==> src/core/rrnf_defs.svh <==
// register offsets, reset values and field positions of the node filter
// assumes byte addresses on a 32-bit apb bus, one register per aligned word
`ifndef RRNF_DEFS_SVH
`define RRNF_DEFS_SVH

`define RRNF_OFF_ASYNC_LO_SET 12'h108
`define RRNF_OFF_ASYNC_LO_CLR 12'h10C
`define RRNF_OFF_PHYS_HI_SET 12'h110
`define RRNF_OFF_PHYS_HI_CLR 12'h114
`define RRNF_MASK_RST 32'h0000_0000
`define RRNF_REMOTE_BIT 31
`define RRNF_NODE_BCAST 6'h3F
`define RRNF_NODE_MSB 5
`define RRNF_NODE_W 6
`define RRNF_BUS_W 10

`endif

==> src/core/rrnf_pkg.sv <==
// types shared by the receive node filter files
// assumes rrnf_defs.svh supplies the field widths
`include "rrnf_defs.svh"

package rrnf_pkg;
    typedef logic [`RRNF_NODE_W-1:0] rrnf_node_t;
    typedef logic [`RRNF_BUS_W-1:0] rrnf_bus_t;
    typedef logic [31:0] rrnf_word_t;
endpackage

==> src/core/rrnf_mask_reg.sv <==
// one read/set/clear mask register
// assumes set and clear strobes are one-cycle pulses from the bus slave
`timescale 1ns/1ps
`default_nettype none
`include "rrnf_defs.svh"

module rrnf_mask_reg #(
    parameter int WIDTH = 32
) (
    input wire logic pclk, // register clock
    input wire logic presetn, // async reset, active low
    input wire logic set_we, // write-ones-to-set strobe
    input wire logic clr_we, // write-ones-to-clear strobe
    input wire logic [WIDTH-1:0] wdata, // write data
    output logic [WIDTH-1:0] value // current mask
);
    logic [WIDTH-1:0] mask_r;
    logic [WIDTH-1:0] mask_nxt;

    assign mask_nxt = set_we ? (mask_r | wdata) : clr_we ? (mask_r & ~wdata) : mask_r;
    assign value = mask_r;

    always_ff @(posedge pclk or negedge presetn)
    begin
        if (!presetn)
            mask_r <= WIDTH'(`RRNF_MASK_RST);
        else
            mask_r <= mask_nxt;
    end
endmodule
`default_nettype wire

==> src/core/rrnf_filter.sv <==
// receive request node filter: apb register bank and per-request decision
// assumes the upper async mask and lower physical mask come from elsewhere
`timescale 1ns/1ps
`default_nettype none
`include "rrnf_defs.svh"

// Behaviour
// - local node 0..31 accepted only when its lower async mask bit is one
// - lower async mask readable, set and clear by writing ones, resets to zero
// - upper physical mask readable, set and clear by writing ones, resets zero
// - physical-bound packet checked against async masks, then physical mask
// - physical mask bit zero sends request to async request receive context
// - upper physical bits 30..18 map nodes 62..50 to physical context
// - upper physical bit 31 lets remote-bus requests use physical context
// - async mask bit zero means no acknowledge and no queueing
// - remote-bus sources accepted only when upper async bit 31 is set
// - upper physical bits 17..0 map nodes 49..32 to physical context
module rrnf_filter (
    input wire logic pclk, // register clock, 50 MHz
    input wire logic presetn, // async reset, active low
    input wire logic psel, // apb select
    input wire logic penable, // apb access phase
    input wire logic pwrite, // apb direction, high is write
    input wire logic [11:0] paddr, // apb byte address
    input wire logic [31:0] pwdata, // apb write data
    output logic [31:0] prdata, // apb read data
    output logic pready, // apb ready
    output logic pslverr, // apb error, unmapped address
    input wire logic [31:0] async_filter_high_in, // upper async mask, kept elsewhere
    input wire logic [31:0] phys_filter_low_in, // lower physical mask, kept elsewhere
    input wire logic [`RRNF_BUS_W-1:0] local_bus_id, // our own bus number
    input wire logic req_valid, // received request present, one cycle
    input wire logic [15:0] req_src_id, // source id: bus number, node number
    input wire logic req_phys, // request aimed at physical context
    output logic dec_valid, // decision valid, one cycle
    output logic dec_accept, // acknowledge and queue
    output logic dec_phys, // deliver to physical request context
    output logic dec_async_request_receive_context // deliver to async request receive context
);
    function automatic logic node_bit(input logic [31:0] lo, input logic [31:0] hi,
                                      input rrnf_pkg::rrnf_node_t node);
        // nodes 0..31 in lo, 32..62 in hi; broadcast node has no bit
        if (node == `RRNF_NODE_BCAST)
            node_bit = 1'b0;
        else if (node[`RRNF_NODE_MSB])
            node_bit = hi[node[`RRNF_NODE_MSB-1:0]];
        else
            node_bit = lo[node[`RRNF_NODE_MSB-1:0]];
    endfunction

    rrnf_pkg::rrnf_word_t async_lo;
    rrnf_pkg::rrnf_word_t phys_hi;
    logic [31:0] prdata_r;
    logic pready_r;
    logic pslverr_r;
    logic dec_valid_r;
    logic dec_accept_r;
    logic dec_phys_r;
    logic dec_async_request_receive_context_r;

    // apb decode
    wire sel_alo_set = (paddr == `RRNF_OFF_ASYNC_LO_SET);
    wire sel_alo_clr = (paddr == `RRNF_OFF_ASYNC_LO_CLR);
    wire sel_phi_set = (paddr == `RRNF_OFF_PHYS_HI_SET);
    wire sel_phi_clr = (paddr == `RRNF_OFF_PHYS_HI_CLR);
    wire sel_alo = sel_alo_set | sel_alo_clr;
    wire sel_phi = sel_phi_set | sel_phi_clr;
    wire mapped = sel_alo | sel_phi;
    wire setup = psel & ~penable;
    wire wr_go = psel & penable & pready_r & pwrite & mapped;
    wire [31:0] rd_mux = sel_alo ? async_lo : sel_phi ? phys_hi : `RRNF_MASK_RST;

    rrnf_mask_reg #(.WIDTH(32)) u_async_lo (
        .pclk(pclk),
        .presetn(presetn),
        .set_we(wr_go & sel_alo_set),
        .clr_we(wr_go & sel_alo_clr),
        .wdata(pwdata),
        .value(async_lo)
    );

    rrnf_mask_reg #(.WIDTH(32)) u_phys_hi (
        .pclk(pclk),
        .presetn(presetn),
        .set_we(wr_go & sel_phi_set),
        .clr_we(wr_go & sel_phi_clr),
        .wdata(pwdata),
        .value(phys_hi)
    );

    // request decision
    wire [`RRNF_BUS_W-1:0] src_bus = req_src_id[15:`RRNF_NODE_W];
    wire rrnf_pkg::rrnf_node_t src_node = req_src_id[`RRNF_NODE_W-1:0];
    wire src_local = (src_bus == local_bus_id);
    wire async_hit = node_bit(async_lo, async_filter_high_in, src_node);
    wire phys_hit = node_bit(phys_filter_low_in, phys_hi, src_node);
    wire async_ok = src_local ? async_hit : async_filter_high_in[`RRNF_REMOTE_BIT];
    wire phys_ok = src_local ? phys_hit : phys_hi[`RRNF_REMOTE_BIT];
    wire route_phys = req_phys & async_ok & phys_ok;
    wire route_async_request_receive_context = async_ok & ~route_phys;

    always_ff @(posedge pclk or negedge presetn)
    begin
        if (!presetn)
        begin
            prdata_r <= 32'h0000_0000;
            pready_r <= 1'b0;
            pslverr_r <= 1'b0;
        end
        else
        begin
            pready_r <= setup;
            pslverr_r <= setup & ~mapped;
            if (setup & ~pwrite)
                prdata_r <= rd_mux;
        end
    end

    always_ff @(posedge pclk or negedge presetn)
    begin
        if (!presetn)
        begin
            dec_valid_r <= 1'b0;
            dec_accept_r <= 1'b0;
            dec_phys_r <= 1'b0;
            dec_async_request_receive_context_r <= 1'b0;
        end
        else
        begin
            dec_valid_r <= req_valid;
            dec_accept_r <= req_valid & async_ok;
            dec_phys_r <= req_valid & route_phys;
            dec_async_request_receive_context_r <= req_valid & route_async_request_receive_context;
        end
    end

    assign prdata = prdata_r;
    assign pready = pready_r;
    assign pslverr = pslverr_r;
    assign dec_valid = dec_valid_r;
    assign dec_accept = dec_accept_r;
    assign dec_phys = dec_phys_r;
    assign dec_async_request_receive_context = dec_async_request_receive_context_r;

    wire lo_node = src_local & ~src_node[`RRNF_NODE_MSB];
    wire hi_node = src_local & src_node[`RRNF_NODE_MSB] & (src_node != `RRNF_NODE_BCAST);
    wire [`RRNF_NODE_MSB-1:0] node_idx = src_node[`RRNF_NODE_MSB-1:0];
endmodule
`default_nettype wire

==> config.mk <==
export PLATFORM = sky130hd
export DESIGN_NAME = rrnf_filter
export DESIGN_NICKNAME = d
export VERILOG_FILES = /design/src/core/rrnf_pkg.sv /design/src/core/rrnf_mask_reg.sv /design/src/core/rrnf_filter.sv
export VERILOG_INCLUDE_DIRS = /design/src /design/src/core
export SDC_FILE = /design/constraint.sdc
export NUM_CORES = 1
export LEC_CHECK = 0
export BUFFER_PORTS_ARGS = -buffer_cell sky130_fd_sc_hd__buf_2
export CAP_MARGIN = 20
export CELL_PAD_IN_SITES_DETAIL_PLACEMENT = 0
export CELL_PAD_IN_SITES_GLOBAL_PLACEMENT = 1
export CORE_ASPECT_RATIO = 0.6
export CORE_MARGIN = 1.5
export CORE_UTILIZATION = 23
export DETAILED_ROUTE_END_ITERATION = 10
export PLACE_DENSITY = 0.54
export SLEW_MARGIN = 20
export SYNTH_ARGS = -nofsm -noshare
export SYNTH_HDL_FRONTEND = slang
export SYNTH_SLANG_ARGS = --single-unit
==> constraint.sdc <==
create_clock -name pclk -period 1.9 [get_ports pclk]
set_clock_uncertainty 0.2 [all_clocks]
set_input_delay 0.38 -clock pclk [delete_from_list [all_inputs] [get_ports pclk]]
set_output_delay 0.38 -clock pclk [all_outputs]
set_load 0.05 [all_outputs]
==> results.py <==
metrics = {
    "clock_network": {
        "clkTransAtPathRegs_ns": 0.07,
        "cts.sinks": 102,
        "htreeDepth": 3,
        "cts_tree": "yes",
        "cts_buffers": 9,
        "clock_latency_ns": 0.35,
        "cts-root-buf": "clkbuf_16",
        "cts_buffer_depth": 2,
    },
    "floorplan": {
        "core-area_um2": 24330,
        "core.rowCount": 44,
        "die_y_um": 125.2,
        "initial_core_util": 0.2353,
        "ioPinCount": 179,
        "die_w_um": 206.7,
        "dieArea_um2": 25880,
    },
    "grt": {
        "first_global_vias": 5229,
        "gr-usage-met2": 0.2408,
        "top_usage_layer": "met1",
        "overflow": 0,
        "track_usage": 0.1689,
        "antenna_found_initial": 5,
        "grt_max_degree": 40,
        "use_met1": 0.2579,
        "grt_pass1_wl_um": 32200,
        "grt_use_met3": 0.04301,
    },
    "worst_setup_path": {
        "critPathRequiredTime_ns": 1.95,
        "cp_max_fo": 16,
        "worstPathArrival_ns": 2.18,
        "cpPeakStageDelay_ns": 0.35,
        "path_class": "in -> reg",
        "crit_buf_inv": 3,
        "startpoint_type": "input pin",
        "cp_cell_sequence": "buf_2, buf_12, buf_12, mux2i_1, a22oi_1, nand3_1, o31ai_1, o211ai_1, o211ai_1, and2_1",
        "critical_path.endpoint_type": "flip-flop",
        "crit_slowest_cell": "mux2i_1",
        "path_delay_family": "compound AO/OA/AOI/OAI gates",
    },
    "power": {
        "cellLeakagePower_nw": 5.091,
        "p_total_mw": 5.686,
        "ir_worst_vdd_uv": 374.0,
        "power_density_nw_per_um2": 625.1,
    },
    "logic_synthesis": {
        "ys_ff_latch": 102,
        "synth_simple_gate_area_frac": 0.1141,
        "synthXorXnorAreaFrac": 0.01530,
        "syn_inst": 586,
        "yosys_warnings": 0,
        "synth.yosys.seq_area_share": 0.4458,
        "syn-cell-area_um2": 5725,
        "synth_top_family_by_area": "multiplexers",
        "synth_adder_area_share": 0,
        "synthMuxAreaShare": 0.2308,
        "synth_compound_area_frac": 0.1145,
        "ys_types": 37,
        "synth_area_per_cell_um2": 9.770,
        "synth_fp_nets": 727,
    },
    "layout": {
        "area_growth_pct": 58.87,
        "final_cell_mix": "174 x buf_2, 114 x mux2i_1, 102 x dfrtp_1",
        "fin_cells": 1161,
        "fillerInstances": 2467,
        "final_common_cell": "buf_2",
        "fin_nets": 972,
        "layout-drive-gt1-share": 0.4868,
    },
    "timing": {
        "fin_ws_ns": -0.2393,
        "timing.final.setup_violations": 75,
        "tightest_slew_ns": 0.4138,
        "tns_ns": -7.566,
        "drv_slew": 0,
        "relSlewSlack": 0.7217,
        "worst_hold_slack_ns": 0.1193,
        "rsz0062_at_grt": "yes",
        "fmax_ghz": 0.4674,
        "fin_crit_ns": 2.139,
        "period_share": 1.126,
        "finalHoldViolCount": 0,
    },
    "detailed_routing": {
        "ant_nets": 0,
        "via_count": 5252,
        "totalWireLength_um": 23350,
        "drt_iter0_drc": 317,
        "wl_per_cell_um": 20.12,
        "via_per_inst": 4.524,
        "route.detailed.drc": 0,
        "dr.pass1.iters": 4,
    },
    "worst_hold_path": {
        "hold_class": "in -> reg",
    },
    "place": {
        "place_congestion": 0.7661,
        "dp_hpwl_um": 15610,
        "dp.cells": 1115,
        "io_buffers": 178,
    },
    "job": {
        "maxCapViolations": 0,
    },
    "outcome": {
        "status": "finished, violations left",
        "violations": "negative setup slack",
    },
}
## worst min-delay path, delay by kind of cell
kind	cells	cell delay (ns)
multiplexers	1	0.06
buffers and inverters	1	0.13
AND/OR/NAND/NOR	1	0.06
## logic make-up after synthesis
| kind of cell | after synthesis |
|---|---|
| xor gates and xnor gates | 10 |
| and+or+nand+nor | 147 |
| muxes | 122 |
| AOI/OAI and AO/OA | 98 |
| DFF | 102 |
| buffers and inverters | 107 |
## cell usage after synthesis (all sizes together)
| library cell | n | share of area |
|---|---|---|
| and2 | 2 | 0.0022 |
| xor2 | 4 | 0.0061 |
| nor3b | 2 | 0.0044 |
| a22oi | 51 | 0.067 |
| o21ai | 1 | 0.00087 |
| xnor2 | 6 | 0.0092 |
| o311ai | 2 | 0.0031 |
| nand2b | 2 | 0.0022 |
| and3 | 2 | 0.0022 |
| mux2i | 114 | 0.20 |
| o31ai | 3 | 0.0039 |
| buf | 22 | 0.024 |
| dfrtp | 102 | 0.45 |
| a21oi | 33 | 0.029 |
| inv | 67 | 0.044 |
| nor2 | 40 | 0.028 |
| nand4b | 3 | 0.0046 |
| nor2b | 4 | 0.0044 |
| mux4 | 8 | 0.031 |
| o211ai | 4 | 0.0052 |
| nand3 | 3 | 0.0026 |
| nand2 | 77 | 0.050 |
| a22o | 2 | 0.0031 |
| nor3 | 3 | 0.0026 |
| nor4 | 3 | 0.0033 |
| o221ai | 1 | 0.0015 |
| a31oi | 1 | 0.0011 |
| nand4 | 5 | 0.0055 |
| clkbuf | 18 | 0.012 |
| and4b | 1 | 0.0017 |
## routing by layer
layer	routed length [um]	vias up
li1	-	2523
met1	11880	2561
met2	9587	150
met3	1725	14
met4	128	4
met5	31	-
## final timing paths
kind                                       startpoint                                     endpoint  slack (ns)  depth (start not counted)
worst max register to register              flip-flop  dec_async_request_receive_context$_DFF_PN0_       -0.20                          6
min in group asynchronous                     presetn                        prdata[8]$_DFFE_PN0P_        0.26                          2
worst min-delay path                       pwdata[13]                                    flip-flop        0.12                          3
worst max-delay path                    req_src_id[1]                           dec_phys$_DFF_PN0_       -0.24                         10
worst min register to register  prdata[5]$_DFFE_PN0P_                        prdata[5]$_DFFE_PN0P_        0.31                          2
max in group asynchronous                     presetn                                    async pin        0.72                          3
## cell type report
| cell class | instances | area [um2] | area share |
|---|---|---|---|
| multi-input combinational | 377 | 3432 | 0.3773 |
| sequential | 102 | 2552 | 0.2806 |
| timing repair buffer | 274 | 2133 | 0.2345 |
| tap | 322 | 402.9 | 0.04429 |
| inverter | 67 | 251.5 | 0.02765 |
| clock buffer | 12 | 246.5 | 0.02710 |
| clock inverter | 4 | 70.07 | 0.007703 |
| antenna | 3 | 7.507 | 0.0008253 |
## repair_timing
| action | in CTS | in global routing |
|---|---|---|
| endpoints found under the setup margin | 72 | 99 |
| hold endpoints to repair | 16 | 0 |
| hold buffers | 2 | 0 |
| gates resized for setup | 52 | 141 |
| cloned | 5 | 6 |
| pin swaps | 24 | 110 |
| buffers inserted | 9 | 9 |
## power by group
part | switching [mW] | internal [mW] | leakage, nW | total [mW]
Combinational | 0.880 | 0.431 | 3.92 | 1.31
Clock | 0.846 | 1.19 | 0.157 | 2.04
Sequential | 0.0563 | 2.28 | 1.02 | 2.34
Total | 1.78 | 3.90 | 5.09 | 5.69
## per-stage QoR
| stage | instance area [um2] | util | worst slack, ns |
|---|---|---|---|
| 6_report | 9096 | 0.3738 | -0.2393 |
| 5_1_grt | 9091 | 0.3736 | -0.3476 |
| 4_1_cts | 8305 | 0.3413 | -0.2008 |
| 3_5_place_dp | 7569 | 0.3110 | -0.5943 |
| 3_3_place_gp | 7569 | 0.3110 | -0.5698 |
| 2_1_floorplan | 5771 | - | -0.1559 |
No activity file was read; power rests on OpenSTA's default activity.
